$ cat config.mk
export PLATFORM = sky130hd
export DESIGN_NAME = sfb_top
export DESIGN_NICKNAME = d
export VERILOG_FILES = /design/src/shared/sfb_pkg.sv /design/src/shared/sfb_buf_if.sv /design/src/sfb_top.sv /design/src/sfb_buf.sv
export VERILOG_INCLUDE_DIRS = /design/src /design/src/shared
export SDC_FILE = /design/constraint.sdc
export NUM_CORES = 1
export LEC_CHECK = 0
export BUFFER_PORTS_ARGS = -buffer_cell sky130_fd_sc_hd__buf_4
export CAP_MARGIN = 15
export CORE_UTILIZATION = 48
export CTS_BUF_LIST = sky130_fd_sc_hd__clkbuf_4
export DETAILED_ROUTE_END_ITERATION = 12
export PLACE_DENSITY_LB_ADDON = 0.12
export SETUP_SLACK_MARGIN = 0.3
export SYNTH_ARGS = -nofsm -noshare
export SYNTH_HDL_FRONTEND = slang
export SYNTH_HIERARCHICAL = 1
export SYNTH_SLANG_ARGS = --single-unit
export TNS_END_PERCENT = 30
$ cat constraint.sdc
create_clock -name CLK_SYS_IN -period 0.85 [get_ports CLK_SYS_IN]
set_clock_uncertainty 0.2 [all_clocks]
set_input_delay 0.0425 -clock CLK_SYS_IN [delete_from_list [all_inputs] [get_ports CLK_SYS_IN]]
set_output_delay 0.0425 -clock CLK_SYS_IN [all_outputs]
set_load 0.005 [all_outputs]
$ cat src/shared/sfb_consts.svh
// constants of the synchronous flash burst sequencer
// assumes inclusion by the package and design files only
`ifndef SFB_CONSTS_SVH
`define SFB_CONSTS_SVH
`define SFB_CLK_PERIOD_NS   100
`define SFB_WE_PERIODS      2
`define SFB_RD_FIRST_INIT   3'h4
`define SFB_RD_FIRST_OPT    3'h2
`define SFB_RD_NEXT_INIT    3'h1
`define SFB_RD_NEXT_OPT     3'h0
`define SFB_OPT_ISSUES      2'h3
`define SFB_CNT_RST         2'h0
`define SFB_DATA_W          32
`define SFB_BUF_DEPTH       2
`endif

$ cat src/shared/sfb_pkg.sv
// types of the synchronous flash burst sequencer
// assumes sfb_consts.svh is on the include path
`include "sfb_consts.svh"
package sfb_pkg;
	typedef enum logic [2:0] {
		ST_IDLE,
		ST_WE_A,
		ST_WE_B,
		ST_W_GAP,
		ST_W_HOLD,
		ST_R_ADDR,
		ST_R_WAIT
	} sfb_state_t;
	typedef logic [`SFB_DATA_W-1:0] sfb_word_t;
	typedef logic [1:0]             sfb_cnt_t;
endpackage

$ cat src/shared/sfb_buf_if.sv
// carrier between the sequencer and its two-entry read buffer
// assumes one clock shared by both ends
`timescale 1ns/100ps
interface sfb_buf_if;
	import sfb_pkg::*;
	logic      push_valid;
	logic      push_ready;
	sfb_word_t push_data;
	logic      pop_valid;
	logic      pop_ready;
	sfb_word_t pop_data;
	modport store (input push_valid, push_data, pop_ready,
		output push_ready, pop_valid, pop_data);
	modport user (output push_valid, push_data, pop_ready,
		input push_ready, pop_valid, pop_data);
endinterface

$ cat src/sfb_top.sv
// burst flash sequencer between a 32-bit processor bus and flash
// assumes processor, flash and this block share CLK_SYS_IN
// Operation
// - strobe low with write high starts write
// - counter loads address bits 3:2 first edge
// - write strobe falls between edges one, two
// - write strobe low for two clock periods
// - power-up configuration: single writes only
// - power-up: hold until last transfer, idle
// - optimized: fourth edge increments, strobe again
// - burst continues until last transfer asserted
// - chip select lingers one extra clock
// - counter stable before write strobe falls
// - generate output, write, address-valid strobes
// - ready/receive inserts wait states
// - every cycle loads counter, drives burst bits
// - optimized reads run 5-1-1-1
// - chip select held until last, strobe high
`timescale 1ns/100ps
`include "sfb_consts.svh"
module sfb_top
	import sfb_pkg::*;
(
	input  wire logic       CLK_SYS_IN,
	input  wire logic       RESETN_IN,
	input  wire logic       ADDR_STROBE_N_IN,
	input  wire logic       WRITE_NREAD_IN,
	input  wire logic       LAST_TRANSFER_N_IN,
	input  wire logic [1:0] ADDR_BITS_IN,
	input  wire logic       FLASH_SPACE_HIT_IN,
	input  wire logic       OPT_CONFIG_IN,
	input  wire sfb_word_t  FLASH_DATA_IN,
	input  wire logic       CPU_DATA_READY_IN,
	output logic            FLASH_WE_N_OUT,
	output logic            FLASH_OE_N_OUT,
	output logic            FLASH_ADDR_VALID_N_OUT,
	output logic            FLASH_CS_N_OUT,
	output sfb_cnt_t        BURST_COUNT_OUT,
	output logic            READY_RECEIVE_N_OUT,
	output sfb_word_t       CPU_DATA_OUT,
	output logic            CPU_DATA_VALID_OUT
);
	logic       rst_meta_ff;
	logic       rst_n;
	sfb_state_t state_ff;
	sfb_state_t nxt_state;
	sfb_cnt_t   burst_count_ff;
	logic [2:0] wait_ff;
	logic [1:0] issue_ff;
	logic       we_n_ff;
	logic       oe_n_ff;
	logic       adv_n_ff;
	logic       nxt_adv_n;
	logic       rdy_n_ff;
	logic       cs_act_ff;
	logic       cs_tail_ff;
	logic       cs_n_ff;
	logic       nxt_cs_act;
	logic       nxt_cs_tail;
	logic       start;
	logic       wr_start;
	logic       rd_start;
	logic       last;
	logic       capture;
	logic       opt_issue;
	sfb_buf_if  rdq ();

	function automatic sfb_cnt_t count_up(input sfb_cnt_t c);
		count_up = sfb_cnt_t'(c + 2'h1);
	endfunction

	// processor bus shares this clock, so its pins are sampled directly
	assign start    = !ADDR_STROBE_N_IN && FLASH_SPACE_HIT_IN;
	assign wr_start = start && WRITE_NREAD_IN;
	assign rd_start = start && !WRITE_NREAD_IN;
	assign last     = !LAST_TRANSFER_N_IN;
	assign capture  = (state_ff == ST_R_WAIT) && (wait_ff == 3'h0) && rdq.push_ready;
	assign opt_issue = OPT_CONFIG_IN && (issue_ff != `SFB_OPT_ISSUES)
		&& ((state_ff == ST_R_ADDR) || (state_ff == ST_R_WAIT));

	// reset release through two flops
	always_ff @(posedge CLK_SYS_IN or negedge RESETN_IN) begin
		if (!RESETN_IN) begin
			rst_meta_ff <= 1'b0;
			rst_n       <= 1'b0;
		end else begin
			rst_meta_ff <= 1'b1;
			rst_n       <= rst_meta_ff;
		end
	end

	// sequencing of write and read cycles
	always_comb begin
		nxt_state = state_ff;
		unique case (state_ff)
			ST_IDLE: begin
				if (wr_start) begin
					nxt_state = ST_WE_A;
				end else if (rd_start) begin
					nxt_state = ST_R_ADDR;
				end
			end
			ST_WE_A: nxt_state = ST_WE_B;
			ST_WE_B: nxt_state = ST_W_GAP;
			ST_W_GAP: begin
				if (!OPT_CONFIG_IN) begin
					nxt_state = last ? ST_IDLE : ST_W_HOLD;
				end else begin
					nxt_state = last ? ST_IDLE : ST_WE_A;
				end
			end
			ST_W_HOLD: begin
				if (last) begin
					nxt_state = ST_IDLE;
				end
			end
			ST_R_ADDR: nxt_state = cs_act_ff ? ST_R_WAIT : ST_IDLE;
			ST_R_WAIT: begin
				if (capture && last) begin
					nxt_state = ST_IDLE;
				end
			end
			default: nxt_state = ST_IDLE;
		endcase
	end

	always_ff @(posedge CLK_SYS_IN or negedge rst_n) begin
		if (!rst_n) begin
			state_ff <= ST_IDLE;
		end else begin
			state_ff <= nxt_state;
		end
	end

	// burst counter: load at cycle start, step per word
	always_ff @(posedge CLK_SYS_IN or negedge rst_n) begin
		if (!rst_n) begin
			burst_count_ff <= `SFB_CNT_RST;
		end else if (state_ff == ST_IDLE && start) begin
			burst_count_ff <= ADDR_BITS_IN;
		end else if (state_ff == ST_W_GAP && OPT_CONFIG_IN && !last) begin
			burst_count_ff <= count_up(burst_count_ff);
		end else if (opt_issue || (capture && !last && !OPT_CONFIG_IN)) begin
			burst_count_ff <= count_up(burst_count_ff);
		end
	end

	// read latency and optimized issue counters
	always_ff @(posedge CLK_SYS_IN or negedge rst_n) begin
		if (!rst_n) begin
			wait_ff  <= 3'h0;
			issue_ff <= 2'h0;
		end else if (state_ff == ST_R_ADDR) begin
			wait_ff  <= OPT_CONFIG_IN ? `SFB_RD_FIRST_OPT : `SFB_RD_FIRST_INIT;
			issue_ff <= opt_issue ? 2'h1 : 2'h0;
		end else if (state_ff == ST_R_WAIT) begin
			if (capture) begin
				wait_ff <= OPT_CONFIG_IN ? `SFB_RD_NEXT_OPT : `SFB_RD_NEXT_INIT;
			end else if (wait_ff != 3'h0) begin
				wait_ff <= wait_ff - 3'h1;
			end
			if (opt_issue) begin
				issue_ff <= issue_ff + 2'h1;
			end
		end else begin
			issue_ff <= 2'h0;
		end
	end

	// address-valid strobe for the next edge
	always_comb begin
		nxt_adv_n = 1'b1;
		if (state_ff == ST_IDLE && rd_start) begin
			nxt_adv_n = 1'b0;
		end else if (opt_issue) begin
			nxt_adv_n = 1'b0;
		end else if (capture && !last && !OPT_CONFIG_IN) begin
			nxt_adv_n = 1'b0;
		end
	end

	always_ff @(posedge CLK_SYS_IN or negedge rst_n) begin
		if (!rst_n) begin
			adv_n_ff <= 1'b1;
			rdy_n_ff <= 1'b1;
		end else begin
			adv_n_ff <= nxt_adv_n;
			rdy_n_ff <= !((state_ff == ST_WE_B) || capture);
		end
	end

	// write and output strobes change on the falling edge
	always_ff @(negedge CLK_SYS_IN or negedge rst_n) begin
		if (!rst_n) begin
			we_n_ff <= 1'b1;
			oe_n_ff <= 1'b1;
		end else begin
			we_n_ff <= !((state_ff == ST_WE_A) || (state_ff == ST_WE_B));
			oe_n_ff <= !(state_ff == ST_R_WAIT);
		end
	end

	// chip select held through the access plus one tail clock
	always_comb begin
		nxt_cs_act  = cs_act_ff;
		nxt_cs_tail = 1'b0;
		if (start) begin
			nxt_cs_act = 1'b1;
		end else if (cs_act_ff && last && ADDR_STROBE_N_IN) begin
			nxt_cs_act  = 1'b0;
			nxt_cs_tail = 1'b1;
		end
	end

	always_ff @(posedge CLK_SYS_IN or negedge rst_n) begin
		if (!rst_n) begin
			cs_act_ff  <= 1'b0;
			cs_tail_ff <= 1'b0;
			cs_n_ff    <= 1'b1;
		end else begin
			cs_act_ff  <= nxt_cs_act;
			cs_tail_ff <= nxt_cs_tail;
			cs_n_ff    <= !(nxt_cs_act || nxt_cs_tail);
		end
	end

	assign rdq.push_valid = capture;
	assign rdq.push_data  = FLASH_DATA_IN;
	assign rdq.pop_ready  = CPU_DATA_READY_IN;

	sfb_buf sfb_buf_i (
		.clk_in   (CLK_SYS_IN),
		.rst_n_in (rst_n),
		.bus      (rdq)
	);

	assign FLASH_WE_N_OUT         = we_n_ff;
	assign FLASH_OE_N_OUT         = oe_n_ff;
	assign FLASH_ADDR_VALID_N_OUT = adv_n_ff;
	assign FLASH_CS_N_OUT         = cs_n_ff;
	assign BURST_COUNT_OUT        = burst_count_ff;
	assign READY_RECEIVE_N_OUT    = rdy_n_ff;
	assign CPU_DATA_OUT           = rdq.pop_data;
	assign CPU_DATA_VALID_OUT     = rdq.pop_valid;

	property p_wr_start;
		@(posedge CLK_SYS_IN) disable iff (!rst_n)
		(state_ff == ST_IDLE && wr_start) |=> state_ff == ST_WE_A ##1 state_ff == ST_WE_B;
	endproperty
	a_wr_start: assert property (p_wr_start)
		else $error("write cycle did not start");

	property p_cnt_load;
		@(posedge CLK_SYS_IN) disable iff (!rst_n)
		(state_ff == ST_IDLE && start) |=> burst_count_ff == $past(ADDR_BITS_IN);
	endproperty
	a_cnt_load: assert property (p_cnt_load)
		else $error("counter missed address bits");

	property p_we_fall;
		@(posedge CLK_SYS_IN) disable iff (!rst_n)
		(state_ff == ST_IDLE && wr_start) |=> !we_n_ff;
	endproperty
	a_we_fall: assert property (p_we_fall)
		else $error("write strobe not low by second edge");

	property p_we_width;
		@(posedge CLK_SYS_IN) disable iff (!rst_n)
		$fell(we_n_ff) |-> !we_n_ff ##1 !we_n_ff ##1 we_n_ff;
	endproperty
	a_we_width: assert property (p_we_width)
		else $error("write strobe width not two periods");

	property p_single;
		@(posedge CLK_SYS_IN) disable iff (!rst_n)
		(state_ff == ST_W_GAP && !OPT_CONFIG_IN && !last) |=> state_ff == ST_W_HOLD;
	endproperty
	a_single: assert property (p_single)
		else $error("burst write in power-up configuration");

	property p_hold_exit;
		@(posedge CLK_SYS_IN) disable iff (!rst_n)
		(state_ff == ST_W_HOLD && last) |=> state_ff == ST_IDLE;
	endproperty
	a_hold_exit: assert property (p_hold_exit)
		else $error("hold state ignored last transfer");

	property p_burst_step;
		@(posedge CLK_SYS_IN) disable iff (!rst_n)
		(state_ff == ST_W_GAP && OPT_CONFIG_IN && !last)
			|=> burst_count_ff == count_up($past(burst_count_ff)) ##1 !we_n_ff;
	endproperty
	a_burst_step: assert property (p_burst_step)
		else $error("burst write did not advance");

	property p_cs_tail;
		@(posedge CLK_SYS_IN) disable iff (!rst_n)
		(cs_act_ff && last && ADDR_STROBE_N_IN && !start) |=> !cs_n_ff ##1 (cs_n_ff || cs_act_ff);
	endproperty
	a_cs_tail: assert property (p_cs_tail)
		else $error("chip select tail not one clock");

	property p_cnt_stable;
		@(posedge CLK_SYS_IN) disable iff (!rst_n)
		(state_ff == ST_WE_B) |-> $stable(burst_count_ff);
	endproperty
	a_cnt_stable: assert property (p_cnt_stable)
		else $error("counter moved under write strobe");

	property p_ready;
		@(posedge CLK_SYS_IN) disable iff (!rst_n)
		(state_ff == ST_WE_B) |=> !READY_RECEIVE_N_OUT ##1 READY_RECEIVE_N_OUT;
	endproperty
	a_ready: assert property (p_ready)
		else $error("ready missing for write word");
endmodule

$ cat src/sfb_buf.sv
// two-entry buffer for words read from flash toward the processor
// assumes synchronous active-low reset copy from the top
`timescale 1ns/100ps
module sfb_buf
	import sfb_pkg::*;
(
	input  wire logic clk_in,
	input  wire logic rst_n_in,
	sfb_buf_if.store  bus
);
	sfb_word_t head_ff;
	sfb_word_t spare_ff;
	logic      head_vld_ff;
	logic      spare_vld_ff;
	logic      push_ok;
	logic      pop_ok;

	assign push_ok = bus.push_valid && !spare_vld_ff;
	assign pop_ok  = head_vld_ff && bus.pop_ready;
	assign bus.push_ready = !spare_vld_ff;
	assign bus.pop_valid  = head_vld_ff;
	assign bus.pop_data   = head_ff;

	// head register feeds the output; spare catches a word during a stall
	always_ff @(posedge clk_in or negedge rst_n_in) begin
		if (!rst_n_in) begin
			head_vld_ff  <= 1'b0;
			spare_vld_ff <= 1'b0;
		end else begin
			if (pop_ok || !head_vld_ff) begin
				head_vld_ff  <= spare_vld_ff || push_ok;
				spare_vld_ff <= spare_vld_ff && push_ok;
			end else if (push_ok) begin
				spare_vld_ff <= 1'b1;
			end
		end
	end

	always_ff @(posedge clk_in) begin
		if (pop_ok || !head_vld_ff) begin
			head_ff <= spare_vld_ff ? spare_ff : bus.push_data;
			if (spare_vld_ff && push_ok) begin
				spare_ff <= bus.push_data;
			end
		end else if (push_ok) begin
			spare_ff <= bus.push_data;
		end
	end

	property p_no_overrun;
		@(posedge clk_in) disable iff (!rst_n_in)
		(spare_vld_ff && !pop_ok) |=> spare_vld_ff && !bus.push_ready;
	endproperty
	a_no_overrun: assert property (p_no_overrun)
		else $error("buffer dropped its spare word");
endmodule

Word-level counts from Yosys, hierarchy flattened
Cells that the tools add are included.

Bits in registers: 84. Bits in latches: 0. RAM bits: 0. Memory bits (read-only): 0. Output and inout port bits: 40. Word-level logic and storage cells: 112. Memories kept: 0.

Add/sub/neg operators: 3. Multipliers: 0. Div/mod/pow operators: 0. Magnitude comparators: 0. Equality and inequality tests: 12. Shift operators: 0. Multiplexer cells: 35. Bitwise logic cells: 0. Reductions and logical operators: 46.

Operators by type and width (number): 32-bit 2-to-1 mux (4); 3-bit 2-to-1 mux (12); 3-bit one-hot mux with 7 select lines (1); 1-bit logical AND (19); 1-bit 2-to-1 mux (12); 2-bit 2-to-1 mux (6); 1-bit logical NOT (10); 3-bit == test (second input constant) (3); 3-bit nonzero test (3); 1-bit logical OR (7); 3-bit by 2-bit == test with 1-bit output (second input constant) (2); 3-bit logical NOT (2); 3-bit != test (second input constant) (2); 2-bit by 1-bit adder with 2-bit output (second input constant) (2); 2-bit by 1-bit != test with 1-bit output (second input constant) (2); 2-bit != test (second input constant) (2); 2-bit AND reduction (2); 2-bit nonzero test (2); 3-bit by 1-bit == test with 1-bit output (second input constant) (1); 3-bit AND reduction (1); 3-bit by 1-bit subtractor with 3-bit output (second input constant) (1).

Logic depth before layout (Yosys ltp)
Gate-level depths: netlist of run 1.

Depth after elaboration: 9. Gate-level depth with buffers: 7. Gate-level depth less buffers: 7.

Cells and area by module
Netlist of run 1, hierarchy kept.

By module, submodules not included: sfb_buf (instances 1, cells an instance 108, area each 2528.7 sq um, seq. area each 1971.9 sq um); sfb_top (instances 1, cells an instance 101, area each 987.2 sq um, seq. area each 456.7 sq um).

==> reports/metrics.csv, run 1 <==
metric;value;unit
crit share post-route;226.6;%
CP Max Fanout;23;
largest family of logic cells by synthesized area;multiplexers;
num rows;30;
crit-path max cell delay;0.40;ns
Synth Net Count;254;
multiplexer share of the synthesized area;13.74;%
number of global-route vias before repair;2325;
Reg clk slew, reported paths;0.14;ns
top-area cell type share of the netlist area;54.66;%
ant diodes;0;
Worst R2R End;sfb_buf_i/spare_ff[8];
final setup margin;-1.076;ns
Arrival @ worst endpoint;1.86;ns
grt total ovfl;0;
vias per std cell;4.959;
Die Area;0.007671;mm^2
Crit. End Element;flop;
DP HPWL;4813;um
die width;87.59;um
WS Path Type;flop to flop;
Fill cells;423;
WL/cell;16.49;um
YS warnings;6;
Setup crit end;sfb_buf_i/spare_ff[8];
Detail Route Antenna Nets;0;
router iterations before antenna repair;4;
Setup crit start;wait_ff[1];
area of the multi-input gates;0.001152;mm^2
synthesis-stage register bit count;84;
largest net degree at the start of global routing;25;
Startpoint Class;flop;
Post-synth EDFFs;64;
share of the yosys chip area belonging to registers;69.07;%
die height;87.59;um
Area growth syn-to-layout;49.64;%
crit path time final;1.926;ns
RSZ-0062 raised after global routing;true;
syn avg cell area;16.82;um^2
Post-Synthesis Cells;209;
port bufs;81;
compound-gate portion of the synthesized area;5.409;%
worst path cell trace;inv_2 -> ha_4 -> nor2b_4 -> nand3_2 -> inv_2 -> nor3b_4 -> buf_12;
Crit path depth;7;
Crit path top cell by count;inv_2;
status;finished, violations left;
Tot Pwr;11.46;mW
final count of negative-setup-slack endpoints;156;
maximum VDD drop;1.379;mV
I/O pins;82;
Area contributors post-synth;edfxtp_1 (55%), mux2_4 (12%), dfrtp_1 (11%);
R2R depth;7;
root buf cell;clkbuf_4;
Crit-path slowest cell;dfrtp_1;
fmax;519.2;MHz
Worst R2R Setup Slack;-1.08;ns
CP top delay family;simple AND/OR/NAND/NOR gates;
Cell variety after synth;46;
Hold Buf Count CTS;1;
failing checks;hold timing, setup timing;
clk_lat worst skew;0.42;ns
GRT Util Overall;20.05;%
clk sinks;84;
fin. max-slew vios;0;
first-pass GRT wire length;11260;um
# DRC;0;
Crit Reg-Reg Startpoint;wait_ff[1];
CTS buffer count;9;
total core area;0.006944;mm^2
Worst Path Required;0.79;ns
initial DRC count;91;
Util after Layout;75.77;%
Fin Hold WS;-0.4035;ns
ys async rst share;23.81;%
Fin. Hold Viols;110;
PD cells;2178;mW/mm^2
Synth Area in Simple Gates;6.406;%
H-Tree Depth;3;
initial antenna violation count;0;
CTS tree;done;
CTS max path bufs;2;
Synth Flop Type;edfxtp_1;
DR vias;2326;
Post-Syn Area;0.003516;mm^2
Synth area leader;edfxtp_1;
post-synthesis xor/xnor area fraction;0.2491;%
initial core utilization;50.63;%
WP buf/inv;3;
RD Place Congestion;0.8436;
share of cells above drive strength 1;65.15;%
WL final;7736;um
maxcap violations;0;
adder-cell area share of the yosys netlist;1.068;%
Leak Pwr;2.227;nW
final-stage net count;413;
Hold Path Class;input port to flop;
register area;0.002431;mm^2
## through the flow
stage          instances  setup slack, ns  hold WS, ns  setup TNS (ns)  area, um^2
2_1_floorplan        209           -1.594      -0.4531          -91.06        3550
6_report             469           -1.076      -0.4035          -96.09        5261
3_5_place_dp         438           -1.028      -0.3717          -80.78        4661
3_3_place_gp         438          -0.9915      -0.3726          -78.86        4661
4_1_cts              461           -1.044      -0.4293          -97.97        5031
5_1_grt              469           -1.142      -0.4352         -102.68        5261
## sequential cells by signal, indices dropped and copies added (netlist names)
| name | count |
|---|---|
| FLASH_CS_N_OUT | 1 |
| FLASH_ADDR_VALID_N_OUT | 1 |
| issue_ff | 2 |
| READY_RECEIVE_N_OUT | 1 |
| wait_ff | 3 |
| sfb_buf_i/spare_ff | 32 |
| FLASH_OE_N_OUT | 1 |
| rst_n | 1 |
| sfb_buf_i/bus.pop_valid | 1 |
| cs_act_ff | 1 |
| sfb_buf_i/spare_vld_ff | 1 |
| FLASH_WE_N_OUT | 1 |
| BURST_COUNT_OUT | 2 |
| sfb_buf_i/bus.pop_data | 32 |
| rst_meta_ff | 1 |
| state_ff | 3 |
## per-layer routing
metal / share of wire [%] / track usage (%)
met3: 4.3 / 4.524
met1: 39 / 24.92
met2: 55 / 34.30
met5: 0 / 0
met4: 1.4 / 7.750
## how the worst min path moves through the flow
stage	start	endpoint	slack, ns	cells past startpoint
after detailed placement	RESETN_IN	rst_n	-0.37	1
after floorplan	RESETN_IN	rst_meta_ff	-0.45	0
after CTS	FLASH_DATA_IN[27]	sfb_buf_i/spare_ff[27]	-0.43	1
after global routing	FLASH_DATA_IN[13]	sfb_buf_i/spare_ff[13]	-0.44	1
final	FLASH_DATA_IN[27]	sfb_buf_i/spare_ff[27]	-0.40	1
after global placement	RESETN_IN	rst_n	-0.37	1
## kinds of logic (layout without fill, tap and decap cells)
family,count (synthesis),in the layout
flops,84,84
compound gates,25,25
buf+inv,20,184
simple gates,41,41
mux,34,34
fa+ha+maj,3,3
other cells,1,1
xor+xnor,1,1
## power breakdown
| part | internal (mW) | leakage, nW | switching, mW |
|---|---|---|---|
| clock | 0.616 | 0.0629 | 1.43 |
| sequential | 4.90 | 0.866 | 0.250 |
| combinational | 2.49 | 1.30 | 1.78 |
| total | 8.00 | 2.23 | 3.46 |
## Yosys cell counts (4+ instances only)
cell       n
dfrtp_1   15
nor2_1     5
mux2_2     6
inv_1     12
a21oi_1    5
nand2b_1   4
edfxtp_1  64
dfstp_2    5
nor2b_1    5
mux2_4    27
nand2_1   10
nand3_1    7
## cell usage in the layout (no fill, tap or decap), drive strengths merged, types with 2 or more instances in the layout
master	count
nand2	10
nand3	7
nand4	3
clkbuf	9
nor2	5
nor2b	5
inv	14
nand2b	4
clkinvlp	4
ha	3
and3	2
mux2	33
edfxtp	64
a31oi	2
and3b	2
buf	153
a21oi	5
dfrtp	15
o21ai	3
dfstp	5
nor3b	2
clkinv	2
## cell type report
type,instances,area share [%]
Multi-Input combinational cell,105,21.90
Inverter,11,0.8323
Clock inverter,9,1.118
Sequential cell,84,46.21
Tap cell,96,2.283
Timing Repair Buffer,155,26.37
Clock buffer,9,1.284
## timing repair
item | 4_1_cts | 5_1_grt
resized for setup | 39 | 41
pin swaps | 9 | 13
setup endpoints to repair | 173 | 173
hold endpoints to repair | 117 | 117
cloned | 2 | 0
setup buffers | 3 | 8
(Power assumes the default switching activity.)
==> run 2, diff against run 1 <==
--- a/config.mk
+++ b/config.mk
@@ -6,11 +6,13 @@
 export SDC_FILE = /design/constraint.sdc
 export NUM_CORES = 1
 export LEC_CHECK = 0
+export ABC_AREA = 1
 export BUFFER_PORTS_ARGS = -buffer_cell sky130_fd_sc_hd__buf_4
 export CAP_MARGIN = 15
 export CORE_UTILIZATION = 48
 export CTS_BUF_LIST = sky130_fd_sc_hd__clkbuf_4
 export DETAILED_ROUTE_END_ITERATION = 12
+export HOLD_SLACK_MARGIN = 0.02
 export PLACE_DENSITY_LB_ADDON = 0.12
 export SETUP_SLACK_MARGIN = 0.3
 export SYNTH_ARGS = -nofsm -noshare
==> run 2 against run 1 <==
  * The run still ends with hold timing, setup timing left
  * First-iteration DRC count grew 11%
  * Highest routed layer unchanged
  * Die area fell by 0.80%
  * Worst hold slack lost 0.020 ns
==> reports/metrics.csv, run 2 <==
metric;value;unit;change
Crit Reg-Reg Startpoint;wait_ff[1];;
final setup margin;-0.9675;ns;+0.1084 ns
synthesis-stage register bit count;84;;unchanged
WS Path Type;flop to flop;;
Cell variety after synth;29;;-37%
first-pass GRT wire length;11410;um;+1.3%
Setup crit start;wait_ff[1];;
Detail Route Antenna Nets;0;;unchanged
Hold Buf Count CTS;1;;unchanged
num rows;30;;unchanged
Worst Path Required;0.81;ns;+0.02 ns
fin. max-slew vios;0;;unchanged
status;finished, violations left;;
Fin Hold WS;-0.4234;ns;-0.01988 ns
Hold Crit Start;ADDR_STROBE_N_IN;;
total core area;0.006907;mm^2;-0.54%
port bufs;81;;unchanged
crit share post-route;213.8;%;-13 points
Post-Synthesis Cells;299;;+43%
Post-synth EDFFs;64;;unchanged
Crit-path slowest cell;dfrtp_1;;
Synth area leader;edfxtp_1;;
Synth Net Count;344;;+35%
most frequent cell after synthesis;nand2_1;;
WL final;7242;um;-6.4%
maxcap violations;0;;unchanged
Startpoint Class;flop;;
share of the yosys chip area belonging to registers;69.64;%;+0.57 points
initial core utilization;50.49;%;-0.14 points
clk_lat worst skew;0.43;ns;about the same
most common cell after layout, fill and taps aside;nand2_1;;
vias per std cell;4.711;;-5.0%
CTS max path bufs;2;;unchanged
Crit. End Element;flop;;
ys async rst share;23.81;%;unchanged
final count of negative-setup-slack endpoints;155;;-0.64%
Fin. Hold Viols;113;;+2.7%
worst path cell trace;inv_2 -> ha_4 -> nand3_4 -> nor2_4 -> nand2_2 -> nor2_4 -> buf_6 -> buf_6 -> buf_12;;
# DRC;0;;unchanged
GRT Util Overall;20.57;%;+0.53 points
CTS buffer count;9;;unchanged
CTS tree;done;;
top-area cell type share of the netlist area;55.11;%;+0.45 points
I/O pins;82;;unchanged
share of cells above drive strength 1;49.89;%;-15 points
CP Max Fanout;8;;-65%
register area;0.002435;mm^2;+0.15%
Die Area;0.007610;mm^2;-0.80%
Arrival @ worst endpoint;1.78;ns;-0.08 ns
most used cells in the layout excluding fill and tap cells;nand2_1 (104), buf_4 (96), edfxtp_1 (64);;
Synth Flop Type;edfxtp_1;;
die height;87.24;um;-0.40%
Fill cells;483;;+14%
Synth top cells by count;nand2_1 (118), edfxtp_1 (64), nand2_2 (20), inv_1 (16), dfrtp_1 (15);;
DP HPWL;4547;um;-5.5%
maximum VDD drop;1.315;mV;-4.6%
root buf cell;clkbuf_4;;
die width;87.24;um;-0.40%
initial antenna violation count;0;;unchanged
Hold Path Class;input port to flop;;
router iterations before antenna repair;4;;unchanged
number of global-route vias before repair;2475;;+6.5%
crit path time final;1.818;ns;-0.1084 ns
final-stage net count;483;;+17%
WL/cell;13.44;um;-19%
area of the multi-input gates;0.001091;mm^2;-5.3%
failing checks;hold timing, setup timing;;
clk sinks;84;;unchanged
initial DRC count;101;;+11%
YS warnings;6;;unchanged
RSZ-0062 raised after global routing;true;;
Area growth syn-to-layout;46.18;%;
Reg clk slew, reported paths;0.13;ns;about the same
PD cells;2237;mW/mm^2;+2.7%
Post-Syn Area;0.003487;mm^2;-0.82%
ant diodes;0;;unchanged
RD Place Congestion;0.7934;;-6.0%
crit-path max cell delay;0.42;ns;+0.02 ns
Leak Pwr;2.294;nW;+3.0%
fmax;550.2;MHz;+6.0%
Area contributors post-synth;edfxtp_1 (55%), nand2_1 (13%), dfrtp_1 (11%);;
DR vias;2539;;+9.2%
H-Tree Depth;3;;unchanged
syn avg cell area;11.66;um^2;-31%
largest net degree at the start of global routing;34;;+36%
Tot Pwr;11.40;mW;-0.52%
Util after Layout;73.80;%;-2.0 points
grt total ovfl;0;;unchanged
run 2: cell types whose count changed in the layout (fill, tap and decap cells not counted), sizes merged, moves of 2 or more:
cell and delta:
nand2 +128, nor2b -5, and3b -2, inv +9, buf -20, nor3b -2
o21ai +5, mux2 -33, nor2 +12, and3 -2, nand2b -4
run 2: path summary, 6_finish.rpt:
check	endpoint	slack, ns	cells past startpoint
worst min register to register	sfb_buf_i/spare_vld_ff	0.07	1
worst max-delay path	sfb_buf_i/spare_ff[16]	-0.97	9
min in group asynchronous	rst_n	-0.29	2
max in group asynchronous	FLASH_WE_N_OUT	-0.05	0
worst max register to register	sfb_buf_i/spare_ff[16]	-0.97	9
worst min-delay path	cs_act_ff	-0.42	2
run 2: worst max-delay path: cells and delay by family (launching register included):
family,cells,cell delay [ns]
flops,1,0.42
fa+ha+maj,1,0.15
buf+inv,4,0.42
simple gates,4,0.38
run 2: report_power, final:
| group | internal (mW) | switching (mW) | total (mW) |
|---|---|---|---|
| clock network | 0.617 | 1.44 | 2.06 |
| registers | 5.00 | 0.304 | 5.31 |
| logic | 2.18 | 1.86 | 4.04 |
| total | 7.80 | 3.60 | 11.4 |
run 2: through the flow:
stage / cells / setup TNS [ns] / setup WS, ns / hold slack (ns) / instance area (um^2)
finish: 539 / -81.41 / -0.9675 / -0.4234 / 5097
global route: 539 / -89.14 / -1.042 / -0.4457 / 5097
CTS: 535 / -80.51 / -0.9577 / -0.4386 / 4974
detailed placement: 502 / -69.70 / -0.9403 / -0.3739 / 4452
global placement: 502 / -66.41 / -0.8874 / -0.3752 / 4452
floorplan: 299 / -70.53 / -1.278 / -0.4531 / 3527
run 2: final cells by class:
class | instances | area share, %
sequential | 84 | 47.77
timing repair buffer | 134 | 24.50
multi-input combinational | 188 | 21.40
tap | 96 | 2.356
inverter | 19 | 1.546
clock buffer | 9 | 1.325
clock inverter | 9 | 1.105
run 2: kinds of logic after synthesis:
family	count (synthesis)	synth area share (%)
simple gates	167	21.35
flops	84	69.64
buf+inv	27	4.916
compound gates	15	2.404
fa+ha+maj	3	1.077
xor+xnor	2	0.5024
other cells	1	0.1075
run 2: layer usage:
layer	GRT usage [%]	vias to the layer above	share of wire, %
met3	4.834	13	4.6
met2	36.01	73	52
met1	24.12	1195	41
li1	-	1258	-
met5	0	-	0
met4	9.240	0	2.1
run 2: repair_timing:
item | in CTS | in global routing
gates cloned | 2 | 0
buffers inserted | 13 | 4
hold endpoints to repair | 113 | 113
pin swaps | 18 | 7
resized for setup | 62 | 22
setup endpoints to repair | 173 | 173
==> run 3, diff against run 2 <==
--- a/config.mk
+++ b/config.mk
@@ -17,6 +17,5 @@
 export SETUP_SLACK_MARGIN = 0.3
 export SYNTH_ARGS = -nofsm -noshare
 export SYNTH_HDL_FRONTEND = slang
-export SYNTH_HIERARCHICAL = 1
 export SYNTH_SLANG_ARGS = --single-unit
 export TNS_END_PERCENT = 30
==> run 3 against run 2 <==
  * Register-to-register slack gained 0.04 ns
  * Power rose by 8.9%
  * Combinational power grew 8.4%
  * Routed wire length grew 2.6%
  * Critical path depth is 3 lower
  * The run still ends with hold timing, setup timing left
  * Non-clock buffer count decreased by 3
==> reports/metrics.csv, run 3 <==
metric;value;unit;change
status;finished, violations left;;
failing checks;hold timing, setup timing;;
GRT Util Overall;20.31;%;-0.26 points
number of global-route vias before repair;2442;;-1.3%
Leak Pwr;2.267;nW;-1.2%
fin. max-slew vios;0;;unchanged
final std cells w/o fill;512;;-5.0%
Startpoint Class;flop;;
synthesis-stage register bit count;84;;unchanged
num rows;29;;-3.3%
Worst R2R End;sfb_buf_i.spare_ff[13];;
Hold Crit Endpoint;cs_act_ff;;
CP Max Fanout;17;;+9
Arrival @ worst endpoint;1.73;ns;-0.05 ns
DR vias;2626;;+3.4%
initial DRC count;113;;+12%
CTS tree;done;;
RD Place Congestion;0.8467;;+6.7%
clk sinks;84;;unchanged
PD cells;2501;mW/mm^2;+12%
share of the yosys chip area belonging to registers;73.05;%;+3.4 points
Synth Flop Type;edfxtp_1;;
worst hold stages;2;;unchanged
DP HPWL;4652;um;+2.3%
Crit. End Element;flop;;
met2 Use GR;32.77;%;-3.2 points
CTS max path bufs;2;;unchanged
Post-Syn Area;0.003324;mm^2;-4.7%
total core area;0.006531;mm^2;-5.4%
final setup margin;-0.9300;ns;+0.03755 ns
most frequent cell after synthesis;nand2_1;;
most used cells in the layout excluding fill and tap cells;nand2_1 (110), buf_4 (100), edfxtp_1 (64);;
Post-synth EDFFs;64;;unchanged
port bufs;81;;unchanged
Tot Pwr;12.41;mW;+8.9%
router iterations before antenna repair;4;;unchanged
root buf cell;clkbuf_4;;
largest net degree at the start of global routing;33;;-2.9%
R2R depth;6;;-3
most common cell after layout, fill and taps aside;nand2_1;;
ys async rst share;23.81;%;unchanged
H-Tree Depth;3;;unchanged
maxcap violations;0;;unchanged
Crit Reg-Reg Startpoint;wait_ff[1];;
crit path time final;1.780;ns;-0.03755 ns
grt total ovfl;0;;unchanged
initial antenna violation count;0;;unchanged
initial core utilization;50.90;%;+0.41 points
vias per std cell;5.129;;+8.9%
WL final;7431;um;+2.6%
placed cells;481;;-4.2%
clk_lat worst skew;0.43;ns;about the same
die width;85.22;um;-2.3%
Worst R2R Setup Slack;-0.93;ns;+0.04 ns
met1 usage;25.83;%;+1.7 points
I/O pins;82;;unchanged
Hold Buf Count CTS;1;;unchanged
Reg clk slew, reported paths;0.12;ns;about the same
CTS buffer count;9;;unchanged
Worst Path Required;0.80;ns;about the same
share of cells above drive strength 1;46.21;%;-3.7 points
top-area cell type share of the netlist area;57.81;%;+2.7 points
dpl ws;-0.9302;ns;+0.01017 ns
first-pass GRT wire length;11110;um;-2.7%
most crowded layer after global routing;met2;;
WL/cell;14.51;um;+8.0%
# DRC;0;;unchanged
Synth Net Count;339;;-1.5%
Hold Crit Start;ADDR_STROBE_N_IN;;
Synth area leader;edfxtp_1;;
Fin. Hold Viols;112;;-0.88%
final count of negative-setup-slack endpoints;155;;unchanged
RSZ-0062 raised after global routing;true;;
YS warnings;0;;-6
Die Area;0.007262;mm^2;-4.6%
Post-Synthesis Cells;294;;-1.7%
Area contributors post-synth;edfxtp_1 (58%), nand2_1 (15%), dfrtp_1 (11%);;
Cell variety after synth;27;;-6.9%
syn avg cell area;11.31;um^2;-3.0%
Fin Hold WS;-0.4155;ns;+0.007936 ns
crit share post-route;209.4;%;-4.4 points
met3 Track Usage GR;5.642;%;+0.81 points
final-stage net count;475;;-1.7%
Synth top cells by count;nand2_1 (129), edfxtp_1 (64), inv_1 (16), dfrtp_1 (15), nor2_1 (14);;
die height;85.22;um;-2.3%
Detail Route Antenna Nets;0;;unchanged
maximum VDD drop;1.693;mV;+29%
WS Path Type;flop to flop;;
ant diodes;0;;unchanged
fmax;561.8;MHz;+2.1%
Hold Path Class;input port to flop;;
Area growth syn-to-layout;49.27;%;
-- run 3: changes by cell type in the layout (fill, tap and decap cells not counted), sizes merged, moves of 2 or more --
cell	before	now
buf	133	129
nand2	138	130
nand3	8	6
nand3b	0	2
bufinv	0	2
clkinvlp	3	0
nand4	4	6
clkbuf	9	12
-- run 3: stage by stage --
| step | hold WS [ns] | util [%] | area [um^2] | setup TNS (ns) |
|---|---|---|---|---|
| 2_1_floorplan | -0.4531 | - | 3364 | -74.58 |
| 5_1_grt | -0.4505 | 75.98 | 4962 | -87.64 |
| 4_1_cts | -0.4346 | 72.38 | 4727 | -81.51 |
| 3_3_place_gp | -0.3735 | 66.40 | 4337 | -67.62 |
| 6_report | -0.4155 | 75.98 | 4962 | -80.39 |
| 3_5_place_dp | -0.3741 | 66.40 | 4337 | -69.12 |
-- run 3: area by class of cell --
class                      count  area (um^2)
tap                           77        96.34
timing repair buffer         131         1176
clock inverter                 6        80.08
multi-input combinational    183         1010
clock buffer                  12        90.09
inverter                      19        78.83
sequential                    84         2431
fill                         423         1569
-- run 3: logic make-up after synthesis --
group	count (synthesis)	synth area share (%)
AND/OR/NAND/NOR	163	19.91
AO/OA/AOI/OAI	15	2.447
XOR/XNOR	1	0.2635
other	1	0.1128
buffers and inverters	27	3.086
flip-flops	84	73.05
adder cells (fa/ha/maj)	3	1.129
-- run 3: worst max-delay path by stage --
stage               start                endpoint  cells after the start
2_1_floorplan  wait_ff[0]   sfb_buf_i.spare_ff[0]                      5
3_3_place_gp   wait_ff[1]  sfb_buf_i.spare_ff[10]                      6
3_5_place_dp   wait_ff[1]  sfb_buf_i.spare_ff[21]                      6
4_1_cts        wait_ff[1]  sfb_buf_i.spare_ff[13]                      6
5_1_grt        wait_ff[1]  sfb_buf_i.spare_ff[22]                      6
6_report       wait_ff[1]  sfb_buf_i.spare_ff[13]                      6
-- run 3: layer usage --
layer | wire, um | up-vias
met1 | 3000 | 1243
met4 | 161 | 0
met2 | 3721 | 122
met5 | 0 | -
met3 | 547 | 15
li1 | - | 1246
-- run 3: report_power, final --
part | switching, mW | total [mW] | internal [mW]
Sequential | 0.346 | 5.39 | 5.04
Clock | 1.33 | 2.64 | 1.31
Combinational | 2.06 | 4.38 | 2.32
-- run 3: timing repair --
item | in CTS | in global routing
endpoints found under the setup margin | 173 | 173
endpoints found under the hold margin | 113 | 113
buffers inserted | 4 | 8
pin swaps | 9 | 16
gates resized for setup | 43 | 49
gates cloned | 1 | 0
-- run 3: worst max-delay path: stages, from the launching register on --
cell and delay, ns:
dfrtp_1 0.41, inv_2 0.08, ha_4 0.14, ha_4 0.14
nand4_1 0.16, nor2_4 0.20, buf_12 0.17
